File: config.mk
export PLATFORM = sky130hd
export DESIGN_NAME = timer_counter_control_regs
export DESIGN_NICKNAME = d
export VERILOG_FILES = /design/src/design/timer_ctrl_pkg.sv /design/src/design/timer_counter_control_regs.sv
export SDC_FILE = /design/constraint.sdc
export NUM_CORES = 1
export LEC_CHECK = 0
export BUFFER_PORTS_ARGS = -buffer_cell sky130_fd_sc_hd__buf_2
export CORE_MARGIN = 5
export CORE_UTILIZATION = 50
export CTS_CLUSTER_SIZE = 24
export DETAILED_ROUTE_END_ITERATION = 16
export HOLD_SLACK_MARGIN = 0.12
export PLACE_DENSITY_LB_ADDON = 0.25
export REMOVE_ABC_BUFFERS = 1
export SYNTH_ARGS = -nofsm -noshare
export SYNTH_HDL_FRONTEND = slang
export SYNTH_SLANG_ARGS = --single-unit
File: constraint.sdc
create_clock -name clock_i -period 5.2 [get_ports clock_i]
set_input_delay 0.26 -clock clock_i [delete_from_list [all_inputs] [get_ports clock_i]]
set_output_delay 0.26 -clock clock_i [all_outputs]
set_load 0.005 [all_outputs]
File: src/design/timer_ctrl_pkg.sv
// Purpose: Constants and carrier types for the timer control block
// Assumes: AXI4-Lite register bus, 32-bit data, one register per word
// Notes: Register offsets are byte addresses
package timer_ctrl_pkg;
    localparam logic [4:0] status_control_off = 5'h00;
    localparam logic [4:0] count_high_off = 5'h04;
    localparam logic [4:0] count_low_off = 5'h08;
    localparam logic [4:0] modulo_high_off = 5'h0C;
    localparam logic [4:0] modulo_low_off = 5'h10;
    localparam logic [4:0] debug_control_off = 5'h14;
    localparam int overflow_flag_bit = 7;
    localparam int overflow_irq_enable_bit = 6;
    localparam int center_align_select_bit = 5;
    localparam int clock_source_lsb = 3;
    localparam int prescale_lsb = 0;
    localparam logic [7:0] status_control_reset = 8'h00;
    localparam logic [15:0] count_reset = 16'h0000;
    localparam logic [15:0] modulo_reset = 16'h0000;
    localparam logic [15:0] count_top = 16'hFFFF;
    localparam logic [15:0] count_top_minus_one = 16'hFFFE;
    localparam logic [1:0] axi_resp_okay = 2'b00;
    localparam logic [1:0] axi_resp_slverr = 2'b10;

    typedef enum logic [1:0] {
        clk_src_none = 2'b00,
        clk_src_bus = 2'b01,
        clk_src_fixed = 2'b10,
        clk_src_external = 2'b11
    } clock_source_t;

    typedef struct packed {
        logic overflow_flag;
        logic overflow_irq_enable;
        logic center_align_select;
        clock_source_t clock_source_select;
        logic [2:0] prescale_select;
    } status_control_t;

    typedef struct packed {
        logic [15:0] count;
        logic count_down;
        logic center_align_select;
    } channel_link_t;
endpackage : timer_ctrl_pkg

File: src/design/timer_counter_control_regs.sv
// Purpose: Timer status/control, coherent counter and buffered modulo
// Assumes: One 20 MHz clock; external and fixed clocks sampled as pins
// Notes: Channel logic sits outside and uses the channel link output
`timescale 1ns/10ps
module timer_counter_control_regs
    import timer_ctrl_pkg::*;
(
    input wire logic clock_i,
    input wire logic reset_n_i,
    input wire logic fixed_clock_i,
    input wire logic external_clock_i,
    input wire logic background_debug_mode_i,
    input wire logic [4:0] s_axi_awaddr_i,
    input wire logic s_axi_awvalid_i,
    output logic s_axi_awready_o,
    input wire logic [31:0] s_axi_wdata_i,
    input wire logic [3:0] s_axi_wstrb_i,
    input wire logic s_axi_wvalid_i,
    output logic s_axi_wready_o,
    output logic [1:0] s_axi_bresp_o,
    output logic s_axi_bvalid_o,
    input wire logic s_axi_bready_i,
    input wire logic [4:0] s_axi_araddr_i,
    input wire logic s_axi_arvalid_i,
    output logic s_axi_arready_o,
    output logic [31:0] s_axi_rdata_o,
    output logic [1:0] s_axi_rresp_o,
    output logic s_axi_rvalid_o,
    input wire logic s_axi_rready_i,
    output logic overflow_irq_o,
    output channel_link_t channel_link_o
);

    ////////////////////////////////////////////////////////////////////
    // Reset release and pin synchronisers
    logic [1:0] rst_sync_r;
    logic rst_n;
    always_ff @(posedge clock_i or negedge reset_n_i) begin
        if (!reset_n_i) begin
            rst_sync_r <= 2'b00;
        end else begin
            rst_sync_r <= {rst_sync_r[0], 1'b1};
        end
    end
    assign rst_n = rst_sync_r[1];

    // Three stages; a change counts once stages two and three agree
    logic [2:0] fix_sync_r, ext_sync_r, dbg_sync_r;
    logic fix_level_r, ext_level_r, dbg_level_r;
    always_ff @(posedge clock_i or negedge rst_n) begin
        if (!rst_n) begin
            fix_sync_r <= 3'b000;
            ext_sync_r <= 3'b000;
            dbg_sync_r <= 3'b000;
            fix_level_r <= 1'b0;
            ext_level_r <= 1'b0;
            dbg_level_r <= 1'b0;
        end else begin
            fix_sync_r <= {fix_sync_r[1:0], fixed_clock_i};
            ext_sync_r <= {ext_sync_r[1:0], external_clock_i};
            dbg_sync_r <= {dbg_sync_r[1:0], background_debug_mode_i};
            if (fix_sync_r[1] == fix_sync_r[2]) begin
                fix_level_r <= fix_sync_r[2];
            end
            if (ext_sync_r[1] == ext_sync_r[2]) begin
                ext_level_r <= ext_sync_r[2];
            end
            if (dbg_sync_r[1] == dbg_sync_r[2]) begin
                dbg_level_r <= dbg_sync_r[2];
            end
        end
    end

    // Rising edges of the filtered pin clocks
    logic fix_prev_r, ext_prev_r;
    always_ff @(posedge clock_i or negedge rst_n) begin
        if (!rst_n) begin
            fix_prev_r <= 1'b0;
            ext_prev_r <= 1'b0;
        end else begin
            fix_prev_r <= fix_level_r;
            ext_prev_r <= ext_level_r;
        end
    end

    ////////////////////////////////////////////////////////////////////
    // AXI4-Lite slave: accepts address and data in either order
    logic aw_held_r, w_held_r, ar_busy_r;
    logic [4:0] aw_addr_r;
    logic [31:0] w_data_r;
    logic [3:0] w_strb_r;
    logic wr_fire, rd_fire;
    logic [4:0] rd_addr;
    logic [31:0] rd_data;
    logic rd_mapped;

    assign s_axi_awready_o = !aw_held_r && !s_axi_bvalid_o;
    assign s_axi_wready_o = !w_held_r && !s_axi_bvalid_o;
    assign s_axi_arready_o = !s_axi_rvalid_o;
    assign wr_fire = aw_held_r && w_held_r && !s_axi_bvalid_o;
    assign rd_fire = s_axi_arvalid_i && s_axi_arready_o;
    assign rd_addr = s_axi_araddr_i;

    always_ff @(posedge clock_i or negedge rst_n) begin
        if (!rst_n) begin
            aw_held_r <= 1'b0;
            w_held_r <= 1'b0;
            aw_addr_r <= 5'h00;
            w_data_r <= 32'h0000_0000;
            w_strb_r <= 4'h0;
        end else begin
            if (s_axi_awvalid_i && s_axi_awready_o) begin
                aw_held_r <= 1'b1;
                aw_addr_r <= s_axi_awaddr_i;
            end else if (wr_fire) begin
                aw_held_r <= 1'b0;
            end
            if (s_axi_wvalid_i && s_axi_wready_o) begin
                w_held_r <= 1'b1;
                w_data_r <= s_axi_wdata_i;
                w_strb_r <= s_axi_wstrb_i;
            end else if (wr_fire) begin
                w_held_r <= 1'b0;
            end
        end
    end

    // Byte lane 0 carries each register; other lanes are ignored
    logic wr_lane0;
    logic wr_sc, wr_cnt, wr_modh, wr_modl, wr_dbgctl, wr_mapped;
    assign wr_lane0 = wr_fire && w_strb_r[0];
    assign wr_sc = wr_lane0 && aw_addr_r == status_control_off;
    assign wr_cnt = wr_lane0 && (aw_addr_r == count_high_off ||
                                 aw_addr_r == count_low_off);
    assign wr_modh = wr_lane0 && aw_addr_r == modulo_high_off;
    assign wr_modl = wr_lane0 && aw_addr_r == modulo_low_off;
    assign wr_dbgctl = wr_lane0 && aw_addr_r == debug_control_off;
    assign wr_mapped = aw_addr_r <= debug_control_off &&
                       aw_addr_r[1:0] == 2'b00;

    always_ff @(posedge clock_i or negedge rst_n) begin
        if (!rst_n) begin
            s_axi_bvalid_o <= 1'b0;
            s_axi_bresp_o <= axi_resp_okay;
        end else if (wr_fire) begin
            s_axi_bvalid_o <= 1'b1;
            s_axi_bresp_o <= wr_mapped ? axi_resp_okay : axi_resp_slverr;
        end else if (s_axi_bready_i) begin
            s_axi_bvalid_o <= 1'b0;
        end
    end

    ////////////////////////////////////////////////////////////////////
    // Status/control register
    status_control_t sc_r;
    logic [15:0] count_r, modulo_r;
    logic count_down_r;
    logic tick, overflow_evt;
    logic flag_armed_r;
    logic sw_debug_r;
    logic debug_active;
    assign debug_active = dbg_level_r || sw_debug_r;

    always_ff @(posedge clock_i or negedge rst_n) begin
        if (!rst_n) begin
            sw_debug_r <= 1'b0;
        end else if (wr_dbgctl) begin
            sw_debug_r <= w_data_r[0];
        end
    end

    always_ff @(posedge clock_i or negedge rst_n) begin
        if (!rst_n) begin
            sc_r <= status_control_t'(status_control_reset);
        end else begin
            if (wr_sc) begin
                sc_r.overflow_irq_enable <= w_data_r[overflow_irq_enable_bit];
                sc_r.center_align_select <= w_data_r[center_align_select_bit];
                sc_r.clock_source_select <=
                    clock_source_t'(w_data_r[clock_source_lsb +: 2]);
                sc_r.prescale_select <= w_data_r[prescale_lsb +: 3];
            end
            // Set beats clear in the same cycle
            if (overflow_evt) begin
                sc_r.overflow_flag <= 1'b1;
            end else if (wr_sc && flag_armed_r &&
                         !w_data_r[overflow_flag_bit]) begin
                sc_r.overflow_flag <= 1'b0;
            end
        end
    end

    // Read-while-set arms the clear; a new overflow disarms it
    always_ff @(posedge clock_i or negedge rst_n) begin
        if (!rst_n) begin
            flag_armed_r <= 1'b0;
        end else if (overflow_evt) begin
            flag_armed_r <= 1'b0;
        end else if (rd_fire && rd_addr == status_control_off &&
                     sc_r.overflow_flag) begin
            flag_armed_r <= 1'b1;
        end else if (wr_sc) begin
            flag_armed_r <= 1'b0;
        end
    end

    assign overflow_irq_o = sc_r.overflow_irq_enable &&
                            sc_r.overflow_flag;

    ////////////////////////////////////////////////////////////////////
    // Clock selection and prescaler
    logic src_edge;
    logic [6:0] presc_r;
    logic [6:0] presc_mask;
    always_comb begin
        case (sc_r.clock_source_select)
            clk_src_none: src_edge = 1'b0;
            clk_src_bus: src_edge = 1'b1;
            clk_src_fixed: src_edge = fix_level_r && !fix_prev_r;
            clk_src_external: src_edge = ext_level_r && !ext_prev_r;
            default: src_edge = 1'b0;
        endcase
    end

    // Mask of low bits that must all be one, 2**ps source edges
    assign presc_mask = 7'((8'h01 << sc_r.prescale_select) - 8'h01);

    always_ff @(posedge clock_i or negedge rst_n) begin
        if (!rst_n) begin
            presc_r <= 7'h00;
        end else if (src_edge && !debug_active) begin
            presc_r <= 7'(presc_r + 7'h01);
        end
    end
    assign tick = src_edge && !debug_active &&
                  (presc_r & presc_mask) == presc_mask;

    ////////////////////////////////////////////////////////////////////
    // Counter
    logic mod_free;
    logic [15:0] top;
    logic wrap_up;
    assign mod_free = modulo_r == modulo_reset ||
                      modulo_r == count_top;
    assign top = mod_free ? count_top : modulo_r;
    assign wrap_up = tick && !sc_r.center_align_select &&
                     count_r == top;

    logic half_written;
    assign overflow_evt = !half_written &&
        (wrap_up || (tick && sc_r.center_align_select && count_down_r &&
                     count_r == count_reset));

    always_ff @(posedge clock_i or negedge rst_n) begin
        if (!rst_n) begin
            count_r <= count_reset;
            count_down_r <= 1'b0;
        end else if (wr_cnt) begin
            count_r <= count_reset;
            count_down_r <= 1'b0;
        end else if (!sc_r.center_align_select) begin
            // Leaving center mode drops the direction even when stopped
            count_down_r <= 1'b0;
            if (tick) begin
                count_r <= wrap_up ? count_reset :
                           16'(count_r + 16'h0001);
            end
        end else if (tick) begin
            if (count_down_r) begin
                if (count_r == count_reset) begin
                    count_down_r <= 1'b0;
                    count_r <= 16'(count_r + 16'h0001);
                end else begin
                    count_r <= 16'(count_r - 16'h0001);
                end
            end else if (count_r >= top) begin
                count_down_r <= 1'b1;
                count_r <= 16'(count_r - 16'h0001);
            end else begin
                count_r <= 16'(count_r + 16'h0001);
            end
        end
    end

    assign channel_link_o = '{count: count_r, count_down: count_down_r,
                              center_align_select: sc_r.center_align_select};

    ////////////////////////////////////////////////////////////////////
    // Read coherency latch
    logic cnt_latched_r;
    logic [15:0] cnt_hold_r;
    logic [15:0] cnt_view;
    logic rd_cnt;
    assign rd_cnt = rd_fire && (rd_addr == count_high_off ||
                                rd_addr == count_low_off);
    assign cnt_view = cnt_latched_r ? cnt_hold_r : count_r;

    always_ff @(posedge clock_i or negedge rst_n) begin
        if (!rst_n) begin
            cnt_latched_r <= 1'b0;
            cnt_hold_r <= count_reset;
        end else if (wr_sc || wr_cnt) begin
            cnt_latched_r <= 1'b0;
        end else if (rd_cnt && !debug_active) begin
            // Second byte read releases; first captures both bytes
            if (cnt_latched_r) begin
                cnt_latched_r <= 1'b0;
            end else begin
                cnt_latched_r <= 1'b1;
                cnt_hold_r <= count_r;
            end
        end
    end

    ////////////////////////////////////////////////////////////////////
    // Modulo write buffer
    logic [7:0] mod_buf_hi_r, mod_buf_lo_r;
    logic hi_wr_r, lo_wr_r, load_pend_r;
    logic step_to_top;
    assign half_written = hi_wr_r ^ lo_wr_r;
    // Counter about to step from top-1 to top
    assign step_to_top = tick && !count_down_r &&
        count_r == (mod_free ? count_top_minus_one :
                    16'(modulo_r - 16'h0001));

    always_ff @(posedge clock_i or negedge rst_n) begin
        if (!rst_n) begin
            modulo_r <= modulo_reset;
            mod_buf_hi_r <= 8'h00;
            mod_buf_lo_r <= 8'h00;
            hi_wr_r <= 1'b0;
            lo_wr_r <= 1'b0;
            load_pend_r <= 1'b0;
        end else if (wr_sc) begin
            hi_wr_r <= 1'b0;
            lo_wr_r <= 1'b0;
            load_pend_r <= 1'b0;
        end else if (debug_active) begin
            // Latches hold; writes go straight through
            if (wr_modh) begin
                modulo_r[15:8] <= w_data_r[7:0];
            end
            if (wr_modl) begin
                modulo_r[7:0] <= w_data_r[7:0];
            end
        end else if (wr_modh || wr_modl) begin
            if (wr_modh) begin
                mod_buf_hi_r <= w_data_r[7:0];
            end
            if (wr_modl) begin
                mod_buf_lo_r <= w_data_r[7:0];
            end
            if ((wr_modh && lo_wr_r) || (wr_modl && hi_wr_r)) begin
                hi_wr_r <= 1'b0;
                lo_wr_r <= 1'b0;
                if (sc_r.clock_source_select == clk_src_none) begin
                    modulo_r <= wr_modh ? {w_data_r[7:0], mod_buf_lo_r}
                                        : {mod_buf_hi_r, w_data_r[7:0]};
                end else begin
                    load_pend_r <= 1'b1;
                end
            end else begin
                hi_wr_r <= hi_wr_r || wr_modh;
                lo_wr_r <= lo_wr_r || wr_modl;
            end
        end else if (load_pend_r &&
                     (step_to_top ||
                      sc_r.clock_source_select == clk_src_none)) begin
            modulo_r <= {mod_buf_hi_r, mod_buf_lo_r};
            load_pend_r <= 1'b0;
        end
    end

    ////////////////////////////////////////////////////////////////////
    // Read data
    always_comb begin
        rd_data = 32'h0000_0000;
        rd_mapped = 1'b1;
        case (rd_addr)
            status_control_off: rd_data[7:0] = sc_r;
            count_high_off: rd_data[7:0] = cnt_view[15:8];
            count_low_off: rd_data[7:0] = cnt_view[7:0];
            modulo_high_off: rd_data[7:0] = modulo_r[15:8];
            modulo_low_off: rd_data[7:0] = modulo_r[7:0];
            debug_control_off: rd_data[1:0] = {dbg_level_r, sw_debug_r};
            default: rd_mapped = 1'b0;
        endcase
    end

    always_ff @(posedge clock_i or negedge rst_n) begin
        if (!rst_n) begin
            s_axi_rvalid_o <= 1'b0;
            s_axi_rdata_o <= 32'h0000_0000;
            s_axi_rresp_o <= axi_resp_okay;
        end else if (rd_fire) begin
            s_axi_rvalid_o <= 1'b1;
            s_axi_rdata_o <= rd_data;
            s_axi_rresp_o <= rd_mapped ? axi_resp_okay : axi_resp_slverr;
        end else if (s_axi_rready_i) begin
            s_axi_rvalid_o <= 1'b0;
        end
    end
endmodule : timer_counter_control_regs

[Word level (Yosys, flattened, before mapping)]
Cells that the tools add are included.
Operators by class
  $add $sub $neg: 5
  multiply operators: 0
  divide/modulo/power cells: 0
  magnitude comparators: 2
  equality and inequality tests: 28
  shifts and indexed selects: 1
  multiplexer cells: 60
  bitwise operators: 5
  reduce and logical (&&, ||, !) cells: 83
Operator list (number)
  16-bit 2-to-1 mux: 17
  1-bit logical AND: 36
  1-bit 2-to-1 mux: 36
  16-bit equality test: 2
  16-bit zero test: 2
  16-bit by 1-bit subtractor with 16-bit output, second input constant: 2
  6-bit case mux with 5 select lines: 1
  5-bit by 4-bit equality test with 1-bit output, second input constant: 4
  5-bit equality test, second input constant: 4
  16-bit by 1-bit adder with 16-bit output, second input constant: 1
  16-bit equality test, second input constant: 1
  16-bit greater-or-equal comparator: 1
  8-bit 2-to-1 mux: 2
  2-bit nonzero test: 8
  3-bit by 2-bit != test with 1-bit output, second input constant: 4
  2-bit case mux with 6 select lines: 1
  4-bit AND reduction: 3
  1-bit zero test: 11
  1-bit logical OR: 11
  5-bit by 3-bit equality test with 1-bit output, second input constant: 2
  5-bit zero test: 2
  5-bit AND reduction: 2
  3-bit nonzero test: 3
  7-bit by 1-bit adder with 7-bit output, second input constant: 1
  other kinds (17): 27
Word-level totals
  flip-flop bits (word level): 132
  bits in latches: 0
  bits in writable memories: 0
  memory bits (read-only): 0
  bits of input ports: 56
  memories: 0

[Depth between registers and ports, before layout]
Gate-level depths: netlist (run 1).
  depth after elaboration: 13
  depth in mapped cells: 20
  mapped depth without buffers: 16

[Worst setup path after synthesis (run 1)]
Ideal clock, no wire load.
  kind: flip-flop to flip-flop
  start point: register modulo_r[0]
  end point: register count_r[1]
  arrival: 4225 ps
  data required time: 5101 ps
  setup slack: 876 ps
  cell stages (with the launch flop): 20
  buffers on the path: 4
  cells stage by stage: dfrtp_1 > inv_1 > ha_1 > or3b_1 > buf_2 > nor4_1 > a21o_1 > clkbuf_1 > nor2_1 > ha_1 > nor2b_1 > o21a_1 > o21ai_0 > a21oi_1 > o31a_1 > o211a_1 > buf_2 > buf_6 > or3b_1 > a311oi_1
On the way
  word-level cells in the longest chain between the ends: 9
RTL lines
  from (decl): line timer_counter_control_regs.sv:156  | logic [15:0] count_r, modulo_r;
  from (signal assigned): line timer_counter_control_regs.sv:328  | modulo_r <= modulo_reset;
  from (signal assigned): line timer_counter_control_regs.sv:344  | modulo_r[7:0] <= w_data_r[7:0];
  from (signal assigned): line timer_counter_control_regs.sv:357  | modulo_r <= wr_modh ? {w_data_r[7:0], mod_buf_lo_r}
  16-bit equality test / 16-bit zero test (equally long branches): line timer_counter_control_regs.sv:244, timer_counter_control_regs.sv:243
  1-bit logical OR: line timer_counter_control_regs.sv:243  | assign mod_free = modulo_r == modulo_reset ||
  16-bit 2-to-1 mux (*): line timer_counter_control_regs.sv:245  | assign top = mod_free ? count_top : modulo_r;
  16-bit greater-or-equal comparator / 16-bit equality test (equally long branches): line timer_counter_control_regs.sv:276, timer_counter_control_regs.sv:247
  16-bit 2-to-1 mux / 1-bit logical AND (equally long branches): line timer_counter_control_regs.sv:276, timer_counter_control_regs.sv:246
  16-bit 2-to-1 mux (on tied branches): line timer_counter_control_regs.sv:269, timer_counter_control_regs.sv:265
  16-bit 2-to-1 mux (on tied branches): line timer_counter_control_regs.sv:268, timer_counter_control_regs.sv:264
  16-bit 2-to-1 mux (*): line timer_counter_control_regs.sv:261  | end else if (!sc_r.center_align_select) begin
  16-bit 2-to-1 mux (*): line timer_counter_control_regs.sv:258  | end else if (wr_cnt) begin
  to (signal assigned): line timer_counter_control_regs.sv:259  | count_r <= count_reset;
  to (signal assigned): line timer_counter_control_regs.sv:265  | count_r <= wrap_up ? count_reset :
  to (signal assigned): line timer_counter_control_regs.sv:272  | count_r <= 16'(count_r + 16'h0001);
  to (decl): line timer_counter_control_regs.sv:156
Every way passes the cells marked *; elsewhere a longest branch is shown, timed or not. The select of a mux whose other input is x is not followed.
A chain may end at the register's enable or synchronous reset.

[Worst setup path in the final report (run 1)]
  start point: register modulo_r[0]
  end point: register count_r[15]
Same word-level chain as after synthesis.

==> results of run 1 <==
area by class of cell:
type,count,area share
well taps,216,0.0295
flip-flops and latches,130,0.356
inverters,21,0.00861
multi-input cells,633,0.480
clock buffers,20,0.0488
clock inverters,12,0.0133
repair buffers,92,0.0640
through the flow:
step	cells	utilization	worst slack (ps)
2_1_floorplan	784	-	1020
3_3_place_gp	1072	0.528	578
3_5_place_dp	1072	0.528	469
4_1_cts	1124	0.576	473
5_1_grt	1124	0.576	113
6_report	1124	0.576	414
flip-flops by register name, indices dropped and copies added (netlist names), 2 cells and up:
signal and count:
dbg_sync_r 3, sc_r 7, mod_buf_hi_r 8, modulo_r 16, w_data_r 8, rst_sync_r 2, fix_sync_r 3, mod_buf_lo_r 8
presc_r 7, s_axi_rdata_o 8, count_r 16, cnt_hold_r 16, aw_addr_r 5, ext_sync_r 3
power groups by stage:
stage / Clock [W] / Sequential, W / Combinational, W
detailed placement: 0 / 0.00178 / 0.00148
global route: 0.00121 / 0.00182 / 0.00169
finish: 0.00115 / 0.00178 / 0.00151
floorplan: 0 / 0.00163 / 0.00106
CTS: 0.00117 / 0.00177 / 0.00150
global placement: 0 / 0.00178 / 0.00145
routing by layer:
layer | routed length, µm | part of all wire | global-route usage
met4 | 501 | 0.024 | 0.0704
met2 | 9300 | 0.45 | 0.352
met1 | 9200 | 0.44 | 0.323
met3 | 1760 | 0.085 | 0.0574
met5 | 0 | 0 | 0
worst min-delay path by stage:
stage | to | slack [ps] | cells after the start
2_1_floorplan | rst_sync_r[0]$_DFF_PN0_ | -40 | 0
3_3_place_gp | rst_sync_r[0]$_DFF_PN0_ | 50 | 1
3_5_place_dp | rst_sync_r[0]$_DFF_PN0_ | 50 | 1
4_1_cts | rst_sync_r[1]$_DFF_PN0_ | 130 | 2
5_1_grt | rst_sync_r[1]$_DFF_PN0_ | 180 | 2
6_report | rst_sync_r[1]$_DFF_PN0_ | 170 | 2
logic make-up (layout without fill, tap and decap cells):
family                     after synthesis  in the layout
xor gates and xnor gates                25             25
muxes                                  107            107
AOI/OAI and AO/OA                      154            154
DFF                                    130            130
and+or+nand+nor                        294            294
buffers and inverters                  102            145
other                                    2             27
adders and majority gates               26             26
cells in the final DEF, fill, tap and decap left out, drive strengths merged, types with 4 or more instances in the layout:
cell / count
and3: 8
conb: 27
inv: 26
o22ai: 7
or4: 10
a221oi: 8
a21o: 10
dlygate4sd3: 20
nor2: 74
or2: 4
mux2: 58
or3b: 9
and2: 6
clkinvlp: 4
clkbuf: 20
a22o: 6
nor4: 11
nand2: 60
o21ai: 49
xor2: 8
nand3: 30
dfrtp: 130
xnor2: 17
a211oi: 13
nor3: 19
nor2b: 10
buf: 72
o21a: 4
mux2i: 49
ha: 23
a21oi: 28
or3: 14
nor3b: 11
nand4: 16
==> qor.yml, run 1 <==
outcome:
  status: "finished clean"
timing:
  fin_worst_hold_slack_ps: 174
  fin_crit_sh: 0.920
  worstMarginPinSlew_ps: 1170
  period_needed_ps: 4790
  fin_tns_setup_ps: 0
  finalHoldViolations: 0
  fin_worst_skew_ps: 11.1
  grt_setup_unrepaired: "no"
  finalSetupViolations: 0
  relSlewSlack: 0.216
  max_freq_ghz: 0.209
  finalMaxSlewViolations: 0
yosys:
  synth_most_common_cell: "dfrtp_1"
  yosys_warnings: 0
  synth.avg_cell_area_um2: 9.62
  synth.mux.area_fraction: 0.142
  synth_edf_count: 0
  yosys.area_share.simple: 0.193
  synth_top_cell_by_area: "dfrtp_1"
  async_flop_share: 1.00
  synth_xor_area_frac: 0.0271
  syn_area_um2: 8080
  synth_cell_types: 71
  synth_compound_area_frac: 0.130
  synth_top_cell_area_share: 0.403
  synthCells: 840
  synthFlopType: "dfrtp_1"
  synth_seq_area_share: 0.403
  ys_seq_elements: 130
  ys_top_cells_by_count: "130 x dfrtp_1, 74 x nor2_1, 59 x nand2_1"
  synth_area_leaders: "dfrtp_1 40%, mux2_2 7.2%, mux2i_1 6.1%"
  synth_adder_area_share: 0.0393
  synth_top_family_by_area: "simple AND/OR/NAND/NOR gates"
worst_setup_path:
  crit_type: "register to register"
  worstRegToRegCells: 15
  reg2reg_slack_ps: 410
  timing.rr.end: "count_r[15]$_DFFE_PN0P_"
  end_kind: "register"
  cp.depth: 15
  r2r-start: "modulo_r[0]$_DFFE_PN0P_"
  cp.required_ps: 5510
  crit_buf_inv: 2
  crit_chain: "inv_1 -> ha_1 -> or3b_1 -> nor4_1 -> a21o_1 -> buf_4 -> nor2_1 -> ha_1 -> nand4_1 -> nor3_1 -> o31a_1 -> o211a_1 -> mux2i_1 -> o21ai_0 -> a22o_1"
  cpPeakStageDelay_ps: 690
  cpLargestDelayFamily: "compound AO/OA/AOI/OAI gates"
  cp-startpoint: "modulo_r[0]$_DFFE_PN0P_"
  critPathMostFrequentCell: "ha_1"
  critPathMaxFanout: 16
  slowest_stage: "o211a_1"
  arrival_ps: 5100
  start_kind: "register"
  worstSetupEndpoint: "count_r[15]$_DFFE_PN0P_"
clock_tree:
  cts_tree: "yes"
  root_buffer: "clkbuf_16"
  path_clk_slew_ps: 60
  cts_buffers: 17
  clock_sinks: 130
  cts.path.max_buffers: 2
  insertion_delay_ps: 430
  hold_buffers: 20
  postCtsSetupRepairBufs: 0
  ctsResizeCount: 0
  h-tree-depth: 4
floorplan:
  die_area_um2: 18800
  core.rowCount: 46
  floorplan.initialDensity: 0.509
  top_level_ports: 116
  die_w_um: 137
  dieHeight_um: 137
  core_area_um2: 15900
detailed_routing:
  drc: 0
  ant_nets: 0
  wl_per_cell_um: 18.5
  drt-total-wl_um: 20800
  drt-initial-drc-count: 529
  via_per_inst: 5.87
  vias: 6598
  dr.pass1.iters: 6
final_layout:
  drive_gt1_frac: 0.188
  regArea_um2: 3260
  area_growth_pct: 13.3
  fill_cells: 1380
  antenna_cells: 0
  final_area_um2: 9160
  fin_nets: 974
  multi_input_area_um2: 4400
power_and_ir_drop:
  power_w: 0.00444
  power_density_nw_per_um2: 485
  vdd_drop_max_mv: 0.270
  p_seq_frac: 0.402
  pwr-share-clk: 0.259
  switching_power_w: 0.00179
  combPwrFrac: 0.340
  p_int_w: 0.00265
  switching_share: 0.403
  power.leakage_nw: 4.06
global_route:
  track_usage: 0.230
  grt-ovfl-total: 0
  grt_max_degree: 56
  grt_pass1_vias: 6278
  grt_first_pass_wirelength_um: 33600
  antenna_found_initial: 0
place:
  portBuffers: 62
  placed_area_um2: 8390
  dp_hpwl_um: 14600
  gp_congestion: 0.964
flow_run:
  drv_cap: 0
worst_hold_path:
  min_path_type: "input port to asynchronous set/reset pin"
Power figures use the tool's default switching activity.
==> run 2: changes to the inputs <==
--- a/config.mk
+++ b/config.mk
@@ -5,6 +5,7 @@
 export SDC_FILE = /design/constraint.sdc
 export NUM_CORES = 1
 export LEC_CHECK = 0
+export ABC_AREA = 1
 export BUFFER_PORTS_ARGS = -buffer_cell sky130_fd_sc_hd__buf_2
 export CORE_MARGIN = 5
 export CORE_UTILIZATION = 50
==> run 2 against run 1 <==
Net effect:
- via count rose by 10%
- routed wire length increased by 1.5%
- sequential power is 8% lower
- synthesized area is 0.48% lower
- clock skew about the same
- worst setup slack improved by 710 ps
- sequential share of layout area hardly changed
- fmax increased by 17%
- largest power group is now combinational cells
==> qor.yml, run 2 <==
timing:
  fin_tns_setup_ps: 0
  fin_worst_hold_slack_ps: 134
  relSlewSlack: 0.307
  worstMarginPinSlew_ps: 1040
  max_freq_ghz: 0.245
  fin_worst_skew_ps: 10.9
  period_needed_ps: 4080
  finalHoldViolations: 0
  grt_setup_unrepaired: "no"
  finalSetupViolations: 0
  worst_slack_ps: 1120
  fin_crit_sh: 0.784
  finalMaxSlewViolations: 0
worst_setup_path:
  crit_type: "register to register"
  crit_chain: "inv_1 -> ha_1 -> nand2_2 -> nor2_4 -> nand2_2 -> nand2_2 -> inv_2 -> nand2_1 -> inv_1 -> ha_1 -> nand4_1 -> or2_2 -> nor3_1 -> nor4_1 -> nand2_1 -> nand3_1 -> buf_4 -> inv_1 -> nand2_1 -> nand2_1 -> nand2_1 -> nand3_1 -> nand2_1"
  critPathMostFrequentCell: "nand2_1"
  reg2reg_slack_ps: 1120
  timing.rr.end: "count_r[11]$_DFFE_PN0P_"
  critPathMaxFanout: 20
  cpPeakStageDelay_ps: 450
  cp.required_ps: 5510
  end_kind: "register"
  slowest_stage: "dfrtp_1"
  r2r-start: "modulo_r[0]$_DFFE_PN0P_"
  start_kind: "register"
  arrival_ps: 4390
  worstRegToRegCells: 23
clock_tree:
  path_clk_slew_ps: 60
  cts_buffers: 17
  postCtsSetupRepairBufs: 0
  ctsResizeCount: 0
  hold_buffers: 19
  cts.path.max_buffers: 2
  insertion_delay_ps: 430
  root_buffer: "clkbuf_16"
  h-tree-depth: 4
  cts_tree: "yes"
  clock_sinks: 130
yosys:
  yosys_warnings: 0
  ys_seq_elements: 130
  synth_seq_area_share: 0.405
  ys_top_cells_by_count: "311 x nand2_1, 130 x dfrtp_1, 117 x nor2_1"
  async_flop_share: 1.00
  synth.avg_cell_area_um2: 7.32
  synthFlopType: "dfrtp_1"
  synth_area_leaders: "dfrtp_1 40%, nand2_1 15%, o21ai_0 5.8%"
  synthCells: 1099
  synth_top_cell_area_share: 0.405
  synth_most_common_cell: "nand2_1"
  syn_area_um2: 8040
  synth_top_cell_by_area: "dfrtp_1"
  synth_cell_types: 49
  synth_edf_count: 0
detailed_routing:
  via_per_inst: 5.20
  drc: 0
  drt-total-wl_um: 21100
  vias: 7288
  ant_nets: 0
  drt-initial-drc-count: 506
  wl_per_cell_um: 15.0
  dr.pass1.iters: 5
global_route:
  track_usage: 0.234
  grt_pass1_vias: 6888
  grt_max_degree: 85
  antenna_found_initial: 0
  grt-ovfl-total: 0
  grt_first_pass_wirelength_um: 34400
final_layout:
  area_growth_pct: 14.0
  final_cell_mix: "311 x nand2_1, 129 x dfrtp_1, 117 x nor2_1"
  antenna_cells: 0
  fin_nets: 1251
  layout_commonest_cell: "nand2_1"
  reg_top3: "cnt_hold_r x16, count_r x16, modulo_r x16"
  drive_gt1_frac: 0.120
  final_area_um2: 9170
floorplan:
  top_level_ports: 116
  die_w_um: 137
  floorplan.initialDensity: 0.508
  core.rowCount: 46
  dieHeight_um: 137
  die_area_um2: 18700
  core_area_um2: 15800
place:
  dp_hpwl_um: 15700
  portBuffers: 62
  gp_congestion: 0.989
  placed_area_um2: 8410
  dp_slack_ps: 1190
power_and_ir_drop:
  power.leakage_nw: 4.62
  vdd_drop_max_mv: 0.301
  power_density_nw_per_um2: 506
flow_run:
  drv_cap: 0
worst_hold_path:
  min_path_type: "input port to asynchronous set/reset pin"
outcome:
  status: "finished clean"
-- run 2: cell types whose count changed in the layout (fill, tap and decap cells not counted), sizes merged, moves of 49 or more --
cell and change:
o21ai +56, nand2 +257, nor2 +50, inv +98, mux2 -55, mux2i -49
-- run 2: layout make-up --
class | instances | area [µm²]
clock buffers | 17 | 425
inverters | 118 | 443
repair buffers | 84 | 523
flip-flops and latches | 130 | 3260
clock inverters | 15 | 145
fillers | 1491 | 6660
multi-input cells | 821 | 4100
well taps | 216 | 270
-- run 2: critical path: cells and delay by family, from the launching register on --
kind	cells	cell delay [ps]
buffers and inverters	5	810
DFF	1	450
adders and majority gates	2	560
and+or+nand+nor	16	2170
-- run 2: cells by family (layout without fill, tap and decap cells) --
logic type	count (synthesis)	in the layout	share of synthesized area
other cells	2	27	0.000934
xor+xnor	25	25	0.0272
flops	130	130	0.405
fa+ha+maj	26	26	0.0395
mux	3	3	0.00420
simple gates	554	554	0.292
compound gates	186	186	0.135
buf+inv	173	234	0.0966
-- run 2: stage by stage --
step | total power (W) | std cells | util
floorplan | 0.00287 | 1069 | -
global placement | 0.00342 | 1350 | 0.531
detailed placement | 0.00346 | 1350 | 0.531
CTS | 0.00465 | 1401 | 0.579
global route | 0.00503 | 1401 | 0.579
finish | 0.00464 | 1401 | 0.579
-- run 2: metal layers --
layer,part of all wire,wire (µm),up-vias,global-route usage
li1,-,-,3682,-
met1,0.45,9410,3361,0.308
met2,0.47,9830,201,0.375
met3,0.046,973,44,0.0379
met4,0.041,856,0,0.116
met5,0,0,-,0
-- run 2: how the worst max path moves through the flow --
stage                             from                  endpoint  slack [ps]
3_3_place_gp   modulo_r[0]$_DFFE_PN0P_   count_r[11]$_DFFE_PN0P_        1290
2_1_floorplan  rst_sync_r[1]$_DFF_PN0_  aw_addr_r[0]$_DFFE_PN0P_        1310
5_1_grt        modulo_r[0]$_DFFE_PN0P_   count_r[11]$_DFFE_PN0P_         820
3_5_place_dp   modulo_r[0]$_DFFE_PN0P_   count_r[11]$_DFFE_PN0P_        1190
4_1_cts        modulo_r[0]$_DFFE_PN0P_   count_r[11]$_DFFE_PN0P_        1190
6_report       modulo_r[0]$_DFFE_PN0P_   count_r[11]$_DFFE_PN0P_        1120
-- run 2: where the power goes --
group / switching, W / internal, W
Clock: 0.000489 / 0.000670
Combinational: 0.00118 / 0.000673
Sequential: 0.000377 / 0.00126
Total: 0.00204 / 0.00260
